<file path="src/verilog/wdt_pkg.sv">
// Constants shared by the windowed watchdog: register map, reset values and timing.
package wdt_pkg;

    // =========================================================
    // Register offsets (byte addresses, one word each)
    // =========================================================
    localparam logic [7:0] MODE_OFS = 8'h00;
    localparam logic [7:0] TC_OFS = 8'h04;
    localparam logic [7:0] FEED_OFS = 8'h08;
    localparam logic [7:0] TV_OFS = 8'h0C;
    localparam logic [7:0] WARN_OFS = 8'h10;
    localparam logic [7:0] WINDOW_OFS = 8'h14;

    // =========================================================
    // Mode register fields
    // =========================================================
    localparam int MODE_EN_BIT = 0;
    localparam int MODE_RESET_BIT = 1;
    localparam int MODE_TOF_BIT = 2;
    localparam int MODE_WARNF_BIT = 3;
    localparam int MODE_RSTF_BIT = 4;

    // =========================================================
    // Widths, reset values and feed codes
    // =========================================================
    localparam int CNT_W = 24;
    localparam logic [23:0] TC_RESET = 24'hFF_FFFF;
    localparam logic [23:0] TC_MIN = 24'h00_00FF;
    localparam logic [23:0] WARN_RESET = 24'h00_0000;
    localparam logic [23:0] WINDOW_RESET = 24'hFF_FFFF;
    localparam logic [7:0] FEED_FIRST = 8'hAA;
    localparam logic [7:0] FEED_SECOND = 8'h55;

    // =========================================================
    // Timing
    // =========================================================
    localparam int PRESCALE_TICKS = 4;
    localparam int CLK_HZ = 25000000;
    localparam int RESET_PULSE_NS = 200;
    localparam int RESET_PULSE_CYC = (RESET_PULSE_NS * (CLK_HZ / 1000000) + 999) / 1000;

    typedef enum logic [1:0] {FEED_IDLE, FEED_ARMED} feed_state_t;

endpackage

</file>
<file path="src/verilog/windowed_watchdog.sv">
// Windowed watchdog timer with a classic Wishbone register slave.
// Summary of operation
// Time-out without valid reload resets the chip; with reset mode off it raises the interrupt instead.
// Software must feed inside the window.
// Feed outside min/max window is a fault.
// Warning interrupt at programmable counter value.
// Enable is set-only until watchdog event.
// Bad feed gives reset, or interrupt.
// Flag records a watchdog-caused reset.
// 24-bit counter behind internal prescaler.
// Time-out 256x4 to 2^24x4 tick periods.
// Counter ticks from the watchdog oscillator.
// Good feed reloads counter from time-out.
`timescale 1ns/1ps

module windowed_watchdog
    import wdt_pkg::*;
(
    input wire logic ref_clk,
    input wire logic resetn,
    input wire logic clk_en,
    input wire logic watchdog_tick_clock,
    input wire logic wb_cyc_i,
    input wire logic wb_stb_i,
    input wire logic wb_we_i,
    input wire logic [7:0] wb_adr_i,
    input wire logic [3:0] wb_sel_i,
    input wire logic [31:0] wb_dat_i,
    output logic [31:0] wb_dat_o,
    output logic wb_ack_o,
    output logic chip_reset_out,
    output logic wdt_irq
);

    // =========================================================
    // Reset release
    // =========================================================
    logic rst_meta_reg;
    logic rst_sync_reg;
    always_ff @(posedge ref_clk or negedge resetn)
    begin
        if (!resetn)
        begin
            rst_meta_reg <= 1'b0;
            rst_sync_reg <= 1'b0;
        end
        else
        begin
            rst_meta_reg <= 1'b1;
            rst_sync_reg <= rst_meta_reg;
        end
    end
    wire logic rst_n = rst_sync_reg;

    // =========================================================
    // Wishbone slave: ack one cycle after the request, writes at ack
    // =========================================================
    logic ack_reg;
    logic [31:0] rdata_reg;
    logic [31:0] rdata_next;
    wire logic req = wb_cyc_i && wb_stb_i;
    wire logic wr = req && wb_we_i && ack_reg && (wb_sel_i == 4'hF);
    wire logic wr_mode = wr && (wb_adr_i == MODE_OFS);
    wire logic wr_tc = wr && (wb_adr_i == TC_OFS);
    wire logic wr_feed = wr && (wb_adr_i == FEED_OFS);
    wire logic wr_warn = wr && (wb_adr_i == WARN_OFS);
    wire logic wr_window = wr && (wb_adr_i == WINDOW_OFS);

    always_ff @(posedge ref_clk or negedge rst_n)
    begin
        if (!rst_n)
        begin
            ack_reg <= 1'b0;
            rdata_reg <= 32'h0000_0000;
        end
        else if (clk_en)
        begin
            ack_reg <= req && !ack_reg;
            rdata_reg <= rdata_next;
        end
    end
    assign wb_ack_o = ack_reg;
    assign wb_dat_o = rdata_reg;

    // =========================================================
    // Configuration registers
    // =========================================================
    logic en_reg;
    logic reset_mode_reg;
    logic [23:0] tc_reg;
    logic [23:0] warn_reg;
    logic [23:0] window_reg;
    logic [23:0] cnt_reg;
    logic event_fire;

    // Set-only enable
    always_ff @(posedge ref_clk or negedge rst_n)
    begin
        if (!rst_n)
        begin
            en_reg <= 1'b0;
            reset_mode_reg <= 1'b0;
        end
        else if (clk_en)
        begin
            if (event_fire)
                en_reg <= 1'b0;
            else if (wr_mode && wb_dat_i[MODE_EN_BIT])
                en_reg <= 1'b1;
            if (wr_mode && wb_dat_i[MODE_RESET_BIT])
                reset_mode_reg <= 1'b1;
        end
    end

    // Time-out clamped at minimum
    always_ff @(posedge ref_clk or negedge rst_n)
    begin
        if (!rst_n)
        begin
            tc_reg <= TC_RESET;
            warn_reg <= WARN_RESET;
            window_reg <= WINDOW_RESET;
        end
        else if (clk_en)
        begin
            if (wr_tc)
                tc_reg <= (wb_dat_i[23:0] < TC_MIN) ? TC_MIN : wb_dat_i[23:0];
            if (wr_warn)
                warn_reg <= wb_dat_i[23:0];
            if (wr_window)
                window_reg <= wb_dat_i[23:0];
        end
    end

    // =========================================================
    // Feed sequence checker
    // =========================================================
    feed_state_t feed_reg;
    logic feed_ok;
    logic feed_fault;
    wire logic [7:0] feed_byte = wb_dat_i[7:0];

    always_comb
    begin
        feed_ok = 1'b0;
        feed_fault = 1'b0;
        case (feed_reg)
            FEED_IDLE:
            begin
                feed_fault = wr_feed && en_reg && (feed_byte != FEED_FIRST);
            end
            FEED_ARMED:
            begin
                if (wr_feed && feed_byte == FEED_SECOND)
                begin
                    // Window check on feed
                    if (en_reg && cnt_reg > window_reg)
                    begin
                        feed_fault = 1'b1;
                    end
                    else
                    begin
                        feed_ok = 1'b1;
                    end
                end
                else if (wr_feed || (wr && !wr_feed))
                begin
                    feed_fault = en_reg;
                end
            end
            default:
            begin
                feed_ok = 1'b0;
            end
        endcase
    end

    always_ff @(posedge ref_clk or negedge rst_n)
    begin
        if (!rst_n)
            feed_reg <= FEED_IDLE;
        else if (clk_en)
        begin
            if (wr_feed && feed_reg == FEED_IDLE && feed_byte == FEED_FIRST)
                feed_reg <= FEED_ARMED;
            else if (wr)
                feed_reg <= FEED_IDLE;
        end
    end

    // =========================================================
    // Tick prescaler and counter
    // =========================================================
    logic tick_prev_reg;
    logic [1:0] presc_reg;
    // Count only oscillator edges
    wire logic tick_rise = watchdog_tick_clock && !tick_prev_reg;
    wire logic presc_done = tick_rise && (presc_reg == 2'(PRESCALE_TICKS - 1));
    wire logic timeout = en_reg && presc_done && (cnt_reg == 24'h00_0000);

    // Divide ticks by four
    always_ff @(posedge ref_clk or negedge rst_n)
    begin
        if (!rst_n)
        begin
            tick_prev_reg <= 1'b0;
            presc_reg <= 2'b00;
        end
        else if (clk_en)
        begin
            tick_prev_reg <= watchdog_tick_clock;
            if (!en_reg || feed_ok)
                presc_reg <= 2'b00;
            else if (tick_rise)
                presc_reg <= presc_reg + 2'b01;
        end
    end

    always_ff @(posedge ref_clk or negedge rst_n)
    begin
        if (!rst_n)
            cnt_reg <= TC_RESET;
        else if (clk_en)
        begin
            // Reload on good feed
            if (feed_ok || !en_reg)
                cnt_reg <= tc_reg;
            else if (presc_done && cnt_reg != 24'h00_0000)
                cnt_reg <= cnt_reg - 24'h00_0001;
        end
    end

    // =========================================================
    // Events, flags and outputs
    // =========================================================
    // Fault or time-out fires
    assign event_fire = timeout || (feed_fault && en_reg);

    logic tof_reg;
    logic warnf_reg;
    logic rstf_reg;
    logic rst_out_reg;
    logic irq_reg;
    logic [7:0] pulse_cnt_reg;
    wire logic warn_hit = en_reg && presc_done && (cnt_reg == warn_reg);
    wire logic clr_tof = wr_mode && wb_dat_i[MODE_TOF_BIT];
    wire logic clr_warn = wr_mode && wb_dat_i[MODE_WARNF_BIT];
    wire logic clr_rstf = wr_mode && wb_dat_i[MODE_RSTF_BIT];

    // Flags: a setting event wins over a clear in the same cycle.
    always_ff @(posedge ref_clk or negedge rst_n)
    begin
        if (!rst_n)
        begin
            tof_reg <= 1'b0;
            warnf_reg <= 1'b0;
            rstf_reg <= 1'b0;
        end
        else if (clk_en)
        begin
            if (event_fire && !reset_mode_reg)
                tof_reg <= 1'b1;
            else if (clr_tof)
                tof_reg <= 1'b0;
            // Warning flag
            if (warn_hit)
                warnf_reg <= 1'b1;
            else if (clr_warn)
                warnf_reg <= 1'b0;
            // Watchdog reset flag
            if (event_fire && reset_mode_reg)
                rstf_reg <= 1'b1;
            else if (clr_rstf)
                rstf_reg <= 1'b0;
        end
    end

    // Chip reset pulse
    always_ff @(posedge ref_clk or negedge rst_n)
    begin
        if (!rst_n)
        begin
            pulse_cnt_reg <= 8'h00;
            rst_out_reg <= 1'b0;
            irq_reg <= 1'b0;
        end
        else if (clk_en)
        begin
            if (event_fire && reset_mode_reg)
            begin
                pulse_cnt_reg <= 8'(RESET_PULSE_CYC);
                rst_out_reg <= 1'b1;
            end
            else if (pulse_cnt_reg > 8'h01)
            begin
                pulse_cnt_reg <= pulse_cnt_reg - 8'h01;
            end
            else
            begin
                pulse_cnt_reg <= 8'h00;
                rst_out_reg <= 1'b0;
            end
            irq_reg <= tof_reg || warnf_reg;
        end
    end
    assign chip_reset_out = rst_out_reg;
    assign wdt_irq = irq_reg;

    // =========================================================
    // Read mux
    // =========================================================
    always_comb
    begin
        rdata_next = 32'h0000_0000;
        if (req && !wb_we_i && !ack_reg)
        begin
            case (wb_adr_i)
                MODE_OFS:
                begin
                    rdata_next[MODE_EN_BIT] = en_reg;
                    rdata_next[MODE_RESET_BIT] = reset_mode_reg;
                    rdata_next[MODE_TOF_BIT] = tof_reg;
                    rdata_next[MODE_WARNF_BIT] = warnf_reg;
                    rdata_next[MODE_RSTF_BIT] = rstf_reg;
                end
                TC_OFS: rdata_next[23:0] = tc_reg;
                TV_OFS: rdata_next[23:0] = cnt_reg;
                WARN_OFS: rdata_next[23:0] = warn_reg;
                WINDOW_OFS: rdata_next[23:0] = window_reg;
                default: rdata_next = 32'h0000_0000;
            endcase
        end
    end

endmodule

</file>
<file path="config.mk">
export PLATFORM = sky130hd
export DESIGN_NAME = windowed_watchdog
export DESIGN_NICKNAME = d
export VERILOG_FILES = /design/src/verilog/wdt_pkg.sv /design/src/verilog/windowed_watchdog.sv
export SDC_FILE = /design/constraint.sdc
export NUM_CORES = 1
export LEC_CHECK = 0
export ABC_AREA = 1
export BUFFER_PORTS_ARGS = -buffer_cell sky130_fd_sc_hd__buf_4
export CAP_MARGIN = 25
export CORE_UTILIZATION = 30
export CTS_BUF_LIST = sky130_fd_sc_hd__clkbuf_8
export DETAILED_ROUTE_END_ITERATION = 10
export GPL_TIMING_DRIVEN = 0
export PLACE_DENSITY = 0.47
export SYNTH_ARGS = -nofsm -noshare
export SYNTH_HDL_FRONTEND = slang
export SYNTH_SLANG_ARGS = --single-unit
</file>
<file path="constraint.sdc">
create_clock -name ref_clk -period 4.6 [get_ports ref_clk]
set_clock_uncertainty 0.2 [all_clocks]
set_input_delay 0.69 -clock ref_clk [delete_from_list [all_inputs] [get_ports ref_clk]]
set_output_delay 0.69 -clock ref_clk [all_outputs]
set_load 0.02 [all_outputs]
</file>
# Word level (Yosys, flattened, before mapping)
# Cells that the tools add are included.
[op_classes]
addsub = 3
mul = 0
div_mod_pow = 0
order_cmp = 3
eq_ne = 13
shifts = 0
mux = 29
bitwise = 0
n_reduce_logical = 66
[op_table]
columns = ["cell", "n"]
rows = [
  ["$mux 24", 4],
  ["$pmux 19 s4", 1],
  ["$logic_and 1x1->1", 33],
  ["$pmux 5 s5", 1],
  ["$eq 24x24->1", 1],
  ["$gt 24x24->1", 1],
  ["$logic_not 24->1", 1],
  ["$lt 24x8->1 const B", 1],
  ["$reduce_and 2->1", 12],
  ["$reduce_bool 24->1", 1],
  ["$sub 24x1->24 const B", 1],
  ["$eq 8x4->1 const B", 2],
  ["$eq 8x5->1 const B", 2],
  ["$mux 1", 16],
  ["$mux 8", 2],
  ["$reduce_bool 2->1", 7],
  ["$eq 8x3->1 const B", 1],
  ["$eq 8x7->1 const B", 1],
  ["$eq 8x8->1 const B", 1],
  ["$gt 8x1->1 const B", 1],
  ["$logic_not 8->1", 1],
  ["$mux 2", 4],
  ["$ne 8x8->1 const B", 1],
  ["$sub 8x1->8 const B", 1],
  ["9 further kinds", 17],
]
[totals]
ff_bits = 151
latch_bits = 0
ram_bits = 0
romBits = 0
in_bits = 51
output_inout_bits = 35
elab_cells = 133
memories = 0

# Longest topological paths before layout
# Gate-level depths: netlist of run 1.
[logic_depth]
word_depth = 16
depth_mapped = 20
ltp_nobuf = 20

# Least setup slack after synthesis of run 1
# OpenSTA, ideal clock, no wires.
[synth_timing]
kind = "reg2reg"
from = "register window_reg[15]"
to = "register cnt_reg[6]"
arrival_ns = 2.045
slack_ns = 2.278
stages_incl_launch_ff = 18
path_buffers = 2
synth_period_minus_slack_ns = 2.322
cell_sequence = "dfstp_2 -> inv_1 -> ha_1 -> nand2_1 -> nor2_1 -> nand2_1 -> nor2_1 -> nand2_1 -> nand3_1 -> nand2_1 -> a21oi_2 -> nand2_2 -> nand2_2 -> inv_2 -> buf_6 -> buf_12 -> nand2_1 -> o21ai_2"
[synth_between]
elab_chain_len = 8
word_cells_on_any_way = 9
classes_between = "order compare (1); mux (4); reduce/logical (4)"
[synth_rtl]
columns = ["item", "line_no", "source"]
rows = [
  ["start: declaration", "windowed_watchdog.sv:92", "logic [23:0] window_reg;"],
  ["start signal: assignment", "windowed_watchdog.sv:131", "window_reg <= wb_dat_i[23:0];"],
  ["$gt 24x24->1 (*)", "windowed_watchdog.sv:157", "if (en_reg && cnt_reg > window_reg)"],
  ["$logic_and 1x1->1 (*)", "windowed_watchdog.sv:157", ""],
  ["$mux 1 (*)", "windowed_watchdog.sv:157", ""],
  ["$mux 1 (*)", "windowed_watchdog.sv:154", "if (wr_feed && feed_byte == FEED_SECOND)"],
  ["$mux 1 (*)", "windowed_watchdog.sv:147", "case (feed_reg)"],
  ["$logic_or 1x1->1 (*)", "windowed_watchdog.sv:226", "if (feed_ok || !en_reg)"],
  ["$reduce_bool 2->1 (no source line)", "-", ""],
  ["$reduce_and 2->1 (no source line)", "-", ""],
  ["end signal: assignment", "windowed_watchdog.sv:227", "cnt_reg <= tc_reg;"],
  ["end signal: assignment", "windowed_watchdog.sv:229", "cnt_reg <= cnt_reg - 24'h00_0001;"],
  ["end: declaration", "windowed_watchdog.sv:93", "logic [23:0] cnt_reg;"],
]
# Mark *: on every way between the ends. The rest lies on a longest branch, timed or not.
# A chain may end at the register's enable or synchronous reset.

# Worst setup path in the final report of run 1
[layout_timing]
from = "register cnt_reg[0]"
to = "register cnt_reg[8]"
[layout_between]
elab_chain_len = 8
word_cells_on_any_way = 13
classes_between = "add/sub (1); order compare (1); mux (5); reduce/logical (6)"
[layout_rtl]
columns = ["item", "line_no"]
rows = [
  ["$gt 24x24->1", "windowed_watchdog.sv:157"],
  ["$logic_and 1x1->1", "windowed_watchdog.sv:157"],
  ["$mux 1", "windowed_watchdog.sv:157"],
  ["$mux 1", "windowed_watchdog.sv:154"],
  ["$mux 1", "windowed_watchdog.sv:147"],
  ["$logic_or 1x1->1", "windowed_watchdog.sv:226"],
  ["$reduce_bool 2->1 (no source line)", "-"],
  ["$reduce_and 2->1 (no source line)", "-"],
]
# Parallel ways exist; a longest one is shown, timed or not. The select of a mux whose other input is x is not followed.

==> implementation parameters, run 1 <==
Parameter                              Value

Placement
  Number of cells in the design after placement    ~1,400
  DPL Wire Length    ~21,000 um
  Number of port buffers    about 70
  Routability congestion estimate    0.902

Drt
  DRC viols    0
  DRC marker count from the first detailed-route iteration    between 500 and 600
  Post-detailed-route wirelength per cell    19.2 um
  Via count of the routed design    7,240
  Ratio of routed vias to standard cells    about 5.0
  Final WL    between 20,000 and 30,000 um
  Antenna violation net count after detailed routing    0
  First drt pass iteration count    5

GRT
  Vias in the first global route    a little over 7,000
  Overall overflow remaining after global route    0
  First-pass GRT wire length    ~43,000 um
  Maximum number of pins on one net before global-route repair    53
  Number of antenna violations at the first check in global routing    0
  Total global-route track usage    0.208

Finish
  Fraction of layout cells with a size suffix above 1    0.235
  Area growth syn-to-layout    18.2%
  Number of filler instances in the final layout    about 2,900
  Area of combinational cells with multiple inputs    around 0.0037 sq mm
  Final core occ    0.360
  Number of nets in the finished design    approximately 1,200
  Final cell count without fillers    1,453
  Count of antenna diodes in the layout    0
  Area occupied by registers    ~0.0036 sq mm

Critical path
  Required time at the worst-slack endpoint    approximately 4.8 ns
  Worst Setup Start Kind    flop
  Depth of the critical timing path with buffers and inverters included    13
  Startpoint of the worst-slack reg-to-reg timing path    cnt_reg[0]$_DFFE_PN1P_
  Setup slack of the worst register-to-register path    approximately 1.7 ns
  Slowest stage cell on the critical path    dfstp_2
  Category of the worst setup path capture point    flop
  Worst reg2reg path depth    13
  Critical path class    reg -> reg
  Critical R2R Capture    cnt_reg[8]$_DFFE_PN1P_
  Arrival time of the worst setup path    roughly 3.1 ns
  Delay of the slowest cell on the worst path    0.57 ns
  Worst path most repeated cell    nand2_1
  Launching element of the worst setup path    cnt_reg[0]$_DFFE_PN1P_
  Worst Path Buf+Inv    2
  Critical path fanouts, max    10
  Destination of the critical timing path    cnt_reg[8]$_DFFE_PN1P_
  Cell Chain, Critical Path    inv_1 > ha_1 > nand3_1 > nor3_1 > nand4_1 > nand2_1 > nand2_1 > nand2_2 > buf_4 > nand2_1 > o21ai_1 > nand2_2 > o21ai_2
  Kind of cell adding the most delay to the critical path    simple AND/OR/NAND/NOR gates

Synth
  Register bit total from synthesis    approximately 140
  Top cell types by occurrence after synthesis    nand2_1 (231), inv_1 (131), o21ai_0 (101), dfstp_2 (72), dfrtp_1 (70)
  Area of the mapped netlist    0.00816 sq mm
  Yosys top cell area share    0.232
  Fraction of registers with async set/reset    1.00
  Post-synth cell types    48
  Sequential share of the synthesized area    0.446
  Synth Warn #    0
  Dominant cells by area after synthesis    dfstp_2 (23%), dfrtp_1 (21%), nand2_1 (11%), o21ai_0 (6.2%), inv_1 (6.0%)
  Main flop type after synthesis    dfstp_2
  Library cell with the largest summed area after synthesis    dfstp_2
  Avg Cell Area, Syn    8.16 sq um
  Library cell with the highest instance count after synthesis    nand2_1
  Synthesized instance count    around 1,000
  Number of enable flip-flop cells after synthesis    0

STA
  Actual slew at the worst max-slew pin    0.854 ns
  Share of the clock period used by the worst path after layout    0.633
  Number of max-slew violations in the final report    0
  Count of final hold-check violations    0
  Minimum period implied by the final worst setup slack    just under 3 ns
  Maximum clock rate    ~340 MHz
  Final setup violation count    0
  Setup repair after global routing missed its margin    no
  Max-slew headroom at the worst pin    0.431

Floorplanning
  Die span in x    roughly 170 um
  Floorplan core area    0.0268 sq mm
  Full die area    about 0.028 sq mm
  FP Rows    60
  Starting Density    0.305
  Die Height    167 um
  Top-level port count    86

Outcome
  Status    completed

Clocking
  CTS root buf    clkbuf_8
  Count of buffers added by post-CTS timing repair for setup    0
  CTS Buf Count    17
  Cts repair resizes    0
  CTS Buffer Depth    2
  TritonCTS Sinks    142
  TritonCTS clock tree    yes
  Clock-pin slew of the registers on the worst-case setup and hold paths    approximately 0.090 ns
  Total number of H-tree levels    4
  Hold_buf cts    1
  Skew-Pair Late Insertion Delay    roughly 0.47 ns

Min path
  Path type of the worst min-delay path    reg -> async

Job
  Max-capacitance violation count    0

Power and ir drop
  Power Density    ~420 mW/mm^2
  Maximum vdd drop    roughly 0.00017 V
  Static Leak    ~4.2 nW
[power breakdown]
group | leakage, nW | switching, mW | internal, mW
clock network | 0.211 | 0.560 | 0.600
logic | 2.32 | 0.738 | 0.475
registers | 1.68 | 0.205 | 1.45
total | 4.21 | 1.50 | 2.52
[layer usage]
layer  part of all wire  up-vias  track usage
li1                   -     3495            -
met2               0.45      198        0.331
met3              0.047       27       0.0328
met5                  0        -            0
met4              0.016        0       0.0519
met1               0.48     3520        0.294
[per-stage QoR]
| stage | cell area, sq um | hold slack (ns) | TNS [ns] | worst slack, ns | total power, mW |
|---|---|---|---|---|---|
| 2_1_floorplan | 8190 | 0.131 | 0 | 0.276 | 2.51 |
| 5_1_grt | 9650 | 0.177 | 0 | 1.50 | 4.29 |
| 6_report | 9650 | 0.145 | 0 | 1.69 | 4.03 |
| 3_5_place_dp | 9190 | 0.137 | 0 | 1.48 | 2.87 |
| 4_1_cts | 9650 | 0.160 | 0 | 1.73 | 4.04 |
| 3_3_place_gp | 9140 | 0.135 | -140.93 | -1.89 | 2.85 |
[layout by cell type (no fill, tap or decap), types with 4 or more instances in the layout]
| cell | instances |
|---|---|
| dfstp_2 | 72 |
| buf_4 | 80 |
| nor3_2 | 6 |
| nor2_2 | 8 |
| nand4_1 | 10 |
| o22ai_1 | 29 |
| clkbuf_1 | 17 |
| inv_2 | 8 |
| nor4_1 | 4 |
| nand3_1 | 22 |
| buf_6 | 4 |
| o21ai_1 | 53 |
| xnor2_1 | 6 |
| o21ai_0 | 101 |
| buf_2 | 10 |
| a221oi_1 | 21 |
| nor2_1 | 42 |
| ha_1 | 28 |
| o21ai_2 | 10 |
| xor2_1 | 23 |
| o2111ai_1 | 5 |
| dfrtp_1 | 69 |
| nand2_2 | 15 |
| nor3_1 | 13 |
| nand2_1 | 231 |
| a21oi_1 | 20 |
| inv_1 | 131 |
| clkinvlp_4 | 4 |
| conb_1 | 9 |
| clkbuf_8 | 21 |
[logic make-up (layout without fill, tap and decap cells)]
kind of cell | Yosys count | count (layout) | synth area share
AOI/OAI and AO/OA | 252 | 252 | 0.182
xor gates and xnor gates | 29 | 29 | 0.0311
adders and majority gates | 28 | 28 | 0.0429
buffers and inverters | 184 | 288 | 0.0989
DFF | 142 | 142 | 0.446
other | 2 | 9 | 0.000920
and+or+nand+nor | 364 | 364 | 0.198
[how the worst min path moves through the flow]
stage                           startpoint                       end  slack [ns]  depth (start not counted)
floorplan           rst_meta_reg$_DFF_PN0_           rst_n$_DFF_PN0_        0.13                          0
global placement    rst_meta_reg$_DFF_PN0_           rst_n$_DFF_PN0_        0.13                          0
detailed placement  rst_meta_reg$_DFF_PN0_           rst_n$_DFF_PN0_        0.14                          0
CTS                 rst_meta_reg$_DFF_PN0_           rst_n$_DFF_PN0_        0.16                          0
global route        rst_meta_reg$_DFF_PN0_           rst_n$_DFF_PN0_        0.18                          0
finish                     rst_n$_DFF_PN0_  warn_reg[10]$_DFFE_PN0P_        0.15                          0
[area by class of cell]
type	count	area share
plain buffers	45	0.0296
clock buffers	21	0.0300
clock inverters	11	0.0161
inverters	139	0.0541
multi-input cells	682	0.388
flip-flops and latches	142	0.378
well taps	341	0.0442
repair buffers	72	0.0604
(Power assumes the default switching activity.)
==> run 2: changes to the inputs <==
- PLACE_DENSITY: 0.47 -> 0.45
- clock period: 4.6 -> 3 ns (I/O delays scaled with it)
==> run 2 against run 1 <==
Net effect: worst setup slack lost 1.4 ns; clock-buffer cell count shrank 4; flip-flop and latch count unchanged; first-iteration DRC count decreased by 2.6%; via count fell by 1.2%; core utilization is 0.18 points lower; maximum frequency grew 6.9%; die area stayed put; cell count barely moved; non-clock buffer count stayed put; clock power up 41%; final area down 0.51%; critical path type unchanged; largest cell class unchanged.
==> implementation parameters, run 2 (synthesis gave the netlist of run 1 again) <==
Parameter                              Value

Critical path
  Worst path most repeated cell    nand2_2
  Worst Path Buf+Inv    2
  Required time at the worst-slack endpoint    3.21 ns
  Category of the worst setup path capture point    flop
  Cell Chain, Critical Path    inv_1 > ha_1 > nand3_1 > nor3_2 > nand4_1 > nand2_2 > nand2_1 > nand2_2 > buf_4 > nand2_1 > o21ai_1 > nand2_2 > o21ai_2
  Delay of the slowest cell on the worst path    0.57 ns
  Worst Setup Start Kind    flop
  Setup slack of the worst register-to-register path    between 0.2 and 0.3 ns
  Startpoint of the worst-slack reg-to-reg timing path    cnt_reg[0]$_DFFE_PN1P_
  Critical R2R Capture    cnt_reg[8]$_DFFE_PN1P_
  Arrival time of the worst setup path    between 2 and 3 ns
  Slowest stage cell on the critical path    dfstp_2
  Destination of the critical timing path    cnt_reg[8]$_DFFE_PN1P_
  Critical path class    reg -> reg
  Kind of cell adding the most delay to the critical path    simple AND/OR/NAND/NOR gates
  Launching element of the worst setup path    cnt_reg[0]$_DFFE_PN1P_
  Critical path fanouts, max    10
  Depth of the critical timing path with buffers and inverters included    13
  Worst reg2reg path depth    13

GRT
  Maximum number of pins on one net before global-route repair    59
  First-pass GRT wire length    about 44,000 um
  Overall overflow remaining after global route    0
  Number of antenna violations at the first check in global routing    1
  Total global-route track usage    0.212
  Vias in the first global route    7,030

Drt
  Amount of wire on met2 after detailed routing    about 13,000 um
  Post-detailed-route wirelength per cell    ~20 um
  DRC viols    0
  Via count of the routed design    7,151
  Met3 wire length    1250 um
  Antenna violation net count after detailed routing    0
  Ratio of routed vias to standard cells    around 4.9
  First drt pass iteration count    5
  Final WL    28,400 um
  DRC marker count from the first detailed-route iteration    between 500 and 600
  Top layer reached by signal wires    met4
  Routed length on met1    13,700 um

Finish
  Number of nets in the finished design    1,178
  Area growth syn-to-layout    17.6%
  Design area    between 0.009 and 0.01 sq mm
  Area of combinational cells with multiple inputs    approximately 0.0037 sq mm
  Most common cell after layout, fill and taps aside    nand2_1
  Number of filler instances in the final layout    2,848
  Most frequent cells in the layout    nand2_1 (230), inv_1 (131), o21ai_0 (101)
  Area occupied by registers    ~0.0036 sq mm
  Fraction of layout cells with a size suffix above 1    0.237

Clocking
  Skew-Pair Late Insertion Delay    roughly 0.48 ns
  Clock-pin slew of the registers on the worst-case setup and hold paths    0.10 ns
  TritonCTS clock tree    yes
  CTS Buf Count    17
  CTS root buf    clkbuf_8
  CTS Buffer Depth    2
  TritonCTS Sinks    roughly 140
  Total number of H-tree levels    4

STA
  Maximum clock rate    roughly 370 MHz
  Worst slack on hold paths    between 0.04 and 0.05 ns
  Share of the clock period used by the worst path after layout    0.908
  Setup TNS after final layout    0 ns
  Minimum period implied by the final worst setup slack    2.72 ns
  Setup WS post-layout    between 0.2 and 0.3 ns
  Final setup violation count    0
  Setup repair after global routing missed its margin    no
  Count of final hold-check violations    0
  Max-slew headroom at the worst pin    0.411
  Actual slew at the worst max-slew pin    ~0.88 ns
  Number of max-slew violations in the final report    0

Floorplanning
  Full die area    ~0.028 sq mm
  FP Rows    60
  Top-level port count    86
  Die span in x    approximately 170 um
  Floorplan core area    0.0268 sq mm
  Starting Density    0.305
  Die Height    167 um

Placement
  Routability congestion estimate    about 0.87
  DPL Wire Length    ~21,000 um
  Pre-CTS worst setup slack    approximately 0.060 ns
  Number of port buffers    69
  Placed standard-cell area    0.00919 sq mm

Job
  Max-capacitance violation count    0

Min path
  Path type of the worst min-delay path    in -> reg

Power and ir drop
  Static Leak    approximately 4.2 nW
  Power Density    630 mW/mm^2
  Maximum vdd drop    0.000207 V
  Total power of the final layout    ~6.0 mW

Outcome
  Status    completed
## run 2: final cells by class
| class | count | share of cell area |
|---|---|---|
| multi-input cells | 682 | 0.390 |
| clock inverters | 15 | 0.0166 |
| clock buffers | 17 | 0.0244 |
| well taps | 341 | 0.0444 |
| flip-flops and latches | 142 | 0.380 |
| plain buffers | 45 | 0.0297 |
| repair buffers | 72 | 0.0600 |
| inverters | 139 | 0.0544 |
| diodes | 1 | 0.000261 |
## run 2: layer usage
metal | vias to the layer above | global-route usage
met5 | - | 0
met4 | 0 | 0.0612
met3 | 41 | 0.0404
met2 | 180 | 0.331
met1 | 3423 | 0.297
li1 | 3507 | -
## run 2: stage by stage
step                 util  cells
global placement    0.341   1418
global route        0.358   1453
floorplan               -   1008
detailed placement  0.343   1420
finish              0.358   1454
CTS                 0.358   1453
## run 2: worst reg2reg max path, cell delays in order, from the launching register on
cell and delay, ns:
dfstp_2 0.57, inv_1 0.12, ha_1 0.30, nand3_1 0.09, nor3_2 0.22, nand4_1 0.16
nand2_2 0.16, nand2_1 0.10, nand2_2 0.20, buf_4 0.25, nand2_1 0.07, o21ai_1 0.09
nand2_2 0.07, o21ai_2 0.05
## run 2: how the worst min path moves through the flow
stage	startpoint	to	cells after the start
6_report	wb_dat_i[4]	tc_reg[4]$_DFFE_PN1P_	3
2_1_floorplan	resetn	rst_meta_reg$_DFF_PN0_	0
4_1_cts	wb_dat_i[2]	tc_reg[2]$_DFFE_PN1P_	3
5_1_grt	watchdog_tick_clock	tick_prev_reg$_DFFE_PN0P_	3
3_5_place_dp	resetn	rst_meta_reg$_DFF_PN0_	1
3_3_place_gp	resetn	rst_meta_reg$_DFF_PN0_	1
## run 2: report_power, final
part           total [mW]  internal, mW  switching [mW]
sequential           2.54          2.22           0.314
combinational        1.88         0.730            1.15
clock                1.63         0.748           0.884
## run 2: timing repair
| action | 4_1_cts | 5_1_grt |
|---|---|---|
| endpoints found under the setup margin | 0 | 21 |
| resized for setup | 0 | 2 |
| endpoints found under the hold margin | 2 | 0 |
| buffers inserted | 0 | 0 |
| hold buffers | 1 | 0 |
==> run 3: changes to the inputs <==
- ABC_CLOCK_PERIOD_IN_PS: default -> 3000
- MAX_ROUTING_LAYER: default -> met4
- RECOVER_POWER: default -> 50
==> run 3 against run 2 <==
Net effect: the run now ends with capacitance limit, slew limit left; flip-flop and latch count unchanged; sequential share of layout area increased by 0.23 points; clock power about the same; worst setup slack got worse by 0.0098 ns; combinational power about the same; largest power group unchanged; highest routed layer unchanged.
==> implementation parameters, run 3 (synthesis gave the netlist of run 1 again) <==
Parameter                              Value

Outcome
  Status    finished, violations left
  Failing checks    capacitance limit, slew limit

STA
  Final setup violation count    0
  Actual slew at the worst max-slew pin    approximately 2.1 ns
  Number of max-slew violations in the final report    47
  Max-slew headroom at the worst pin    -0.394
  Count of final hold-check violations    0
  Setup repair after global routing missed its margin    no
  Maximum clock rate    366 MHz
  Minimum period implied by the final worst setup slack    ~2.7 ns
  Share of the clock period used by the worst path after layout    0.911

Floorplanning
  Starting Density    0.305
  Die span in x    roughly 170 um
  Die Height    around 170 um
  FP Rows    60
  Floorplan core area    0.0268 sq mm
  Top-level port count    between 80 and 90
  Full die area    0.0279 sq mm

Drt
  First drt pass iteration count    5
  Post-detailed-route wirelength per cell    19.6 um
  Final WL    ~28,000 um
  DRC viols    0
  Antenna violation net count after detailed routing    0
  Via count of the routed design    about 7,100
  DRC marker count from the first detailed-route iteration    between 400 and 500
  Ratio of routed vias to standard cells    4.92

Placement
  Routability congestion estimate    a little under 0.9
  DPL Wire Length    around 21,000 um
  Number of cells in the design after placement    roughly 1,400
  Number of port buffers    69

Power and ir drop
  Static Leak    ~4.1 nW
  Power Density    634 mW/mm^2
  Maximum vdd drop    0.000207 V

Finish
  Most common cell after layout, fill and taps aside    nand2_1
  Final cell count without fillers    approximately 1,500
  Fraction of layout cells with a size suffix above 1    0.224
  Area growth syn-to-layout    16.7%
  Final core occ    0.356
  Number of nets in the finished design    between 1,000 and 1,500
  Most frequent cells in the layout    nand2_1 (230), inv_1 (131), o21ai_0 (101)

Min path
  Min-delay src    wb_dat_i[4]
  Path type of the worst min-delay path    in -> reg

Critical path
  Startpoint of the worst-slack reg-to-reg timing path    window_reg[19]$_DFFE_PN1P_
  Arrival time of the worst setup path    ~3.0 ns
  Worst Setup Start Kind    flop
  Category of the worst setup path capture point    flop
  Critical path class    reg -> reg
  Launching element of the worst setup path    window_reg[19]$_DFFE_PN1P_
  Critical path fanouts, max    10
  Required time at the worst-slack endpoint    3.21 ns

GRT
  First-pass GRT wire length    ~44,000 um
  Number of antenna violations at the first check in global routing    1
  Total global-route track usage    0.219
  Overall overflow remaining after global route    0
  Maximum number of pins on one net before global-route repair    between 50 and 60
  Vias in the first global route    ~7,000

Clocking
  Clock-pin slew of the registers on the worst-case setup and hold paths    0.09 ns
  Skew-Pair Late Insertion Delay    ~0.48 ns
  CTS root buf    clkbuf_8
  TritonCTS Sinks    142
  TritonCTS clock tree    yes
  CTS Buf Count    17
  CTS Buffer Depth    2
  Total number of H-tree levels    4

Job
  Max-capacitance violation count    1
## run 3: path summary, 6_finish.rpt
check	to	slack (ns)	cells past startpoint
max in group asynchronous	wb_dat_o[20]$_DFFE_PN0P_	0.47	1
setup / recovery	cnt_reg[8]$_DFFE_PN1P_	0.27	14
hold / removal	tc_reg[4]$_DFFE_PN1P_	0.04	3
hold reg to reg	rst_n$_DFF_PN0_	0.16	0
min in group asynchronous	rst_meta_reg$_DFF_PN0_	0.07	2
setup reg to reg	cnt_reg[8]$_DFFE_PN1P_	0.27	14
## run 3: timing repair
action                                  4_1_cts  5_1_grt
endpoints found under the setup margin        0       21
hold buffers                                  1        0
endpoints found under the hold margin         2        0
setup buffers                                 0        0
gates resized for setup                       0        2
## run 3: where the power goes
group,internal (mW),switching [mW]
sequential,2.22,0.315
combinational,0.726,1.15
clock,0.748,0.886
total,3.69,2.35
## run 3: cell type report
class	count	area, sq um
antenna	1	2.50
buffer	45	285
clock buffer	17	234
clock inverter	15	159
fill	2859	17300
inverter	139	522
multi-input combinational	682	3750
sequential	142	3640
tap	341	427
timing repair buffer	72	510
## run 3: metal layers
| layer | track usage | wire length [um] | vias up |
|---|---|---|---|
| met5 | - | 0 | - |
| met4 | 0.0588 | 556 | 0 |
| met3 | 0.0425 | 1170 | 39 |
| met2 | 0.332 | 12800 | 156 |
| met1 | 0.297 | 13900 | 3447 |
| li1 | - | - | 3507 |
## run 3: through the flow
step           setup WS, ns  hold WS [ns]  total power, mW  setup TNS [ns]  area (sq um)
6_report              0.267        0.0406             6.05               0          9530
5_1_grt              0.0230        0.0350             6.47               0          9530
4_1_cts               0.146        0.0256             6.07               0          9590
3_5_place_dp         0.0603        0.0355             4.42               0          9190
3_3_place_gp         -0.758        0.0344             4.39          -50.40          9140
2_1_floorplan         0.510       -0.0456             3.86               0          8190
## run 3: worst max-delay path, cell delays in order, from the launching register on
cell and delay, ns:
dfstp_2 0.54, inv_1 0.06, ha_1 0.32, a21oi_1 0.15, nand2_1 0.09, a21oi_1 0.23, nand3_1 0.13, nand2_2 0.13
nand2_1 0.10, nand2_2 0.20, buf_4 0.24, nand2_1 0.07, o21ai_1 0.09, nand2_2 0.07, o21ai_2 0.05
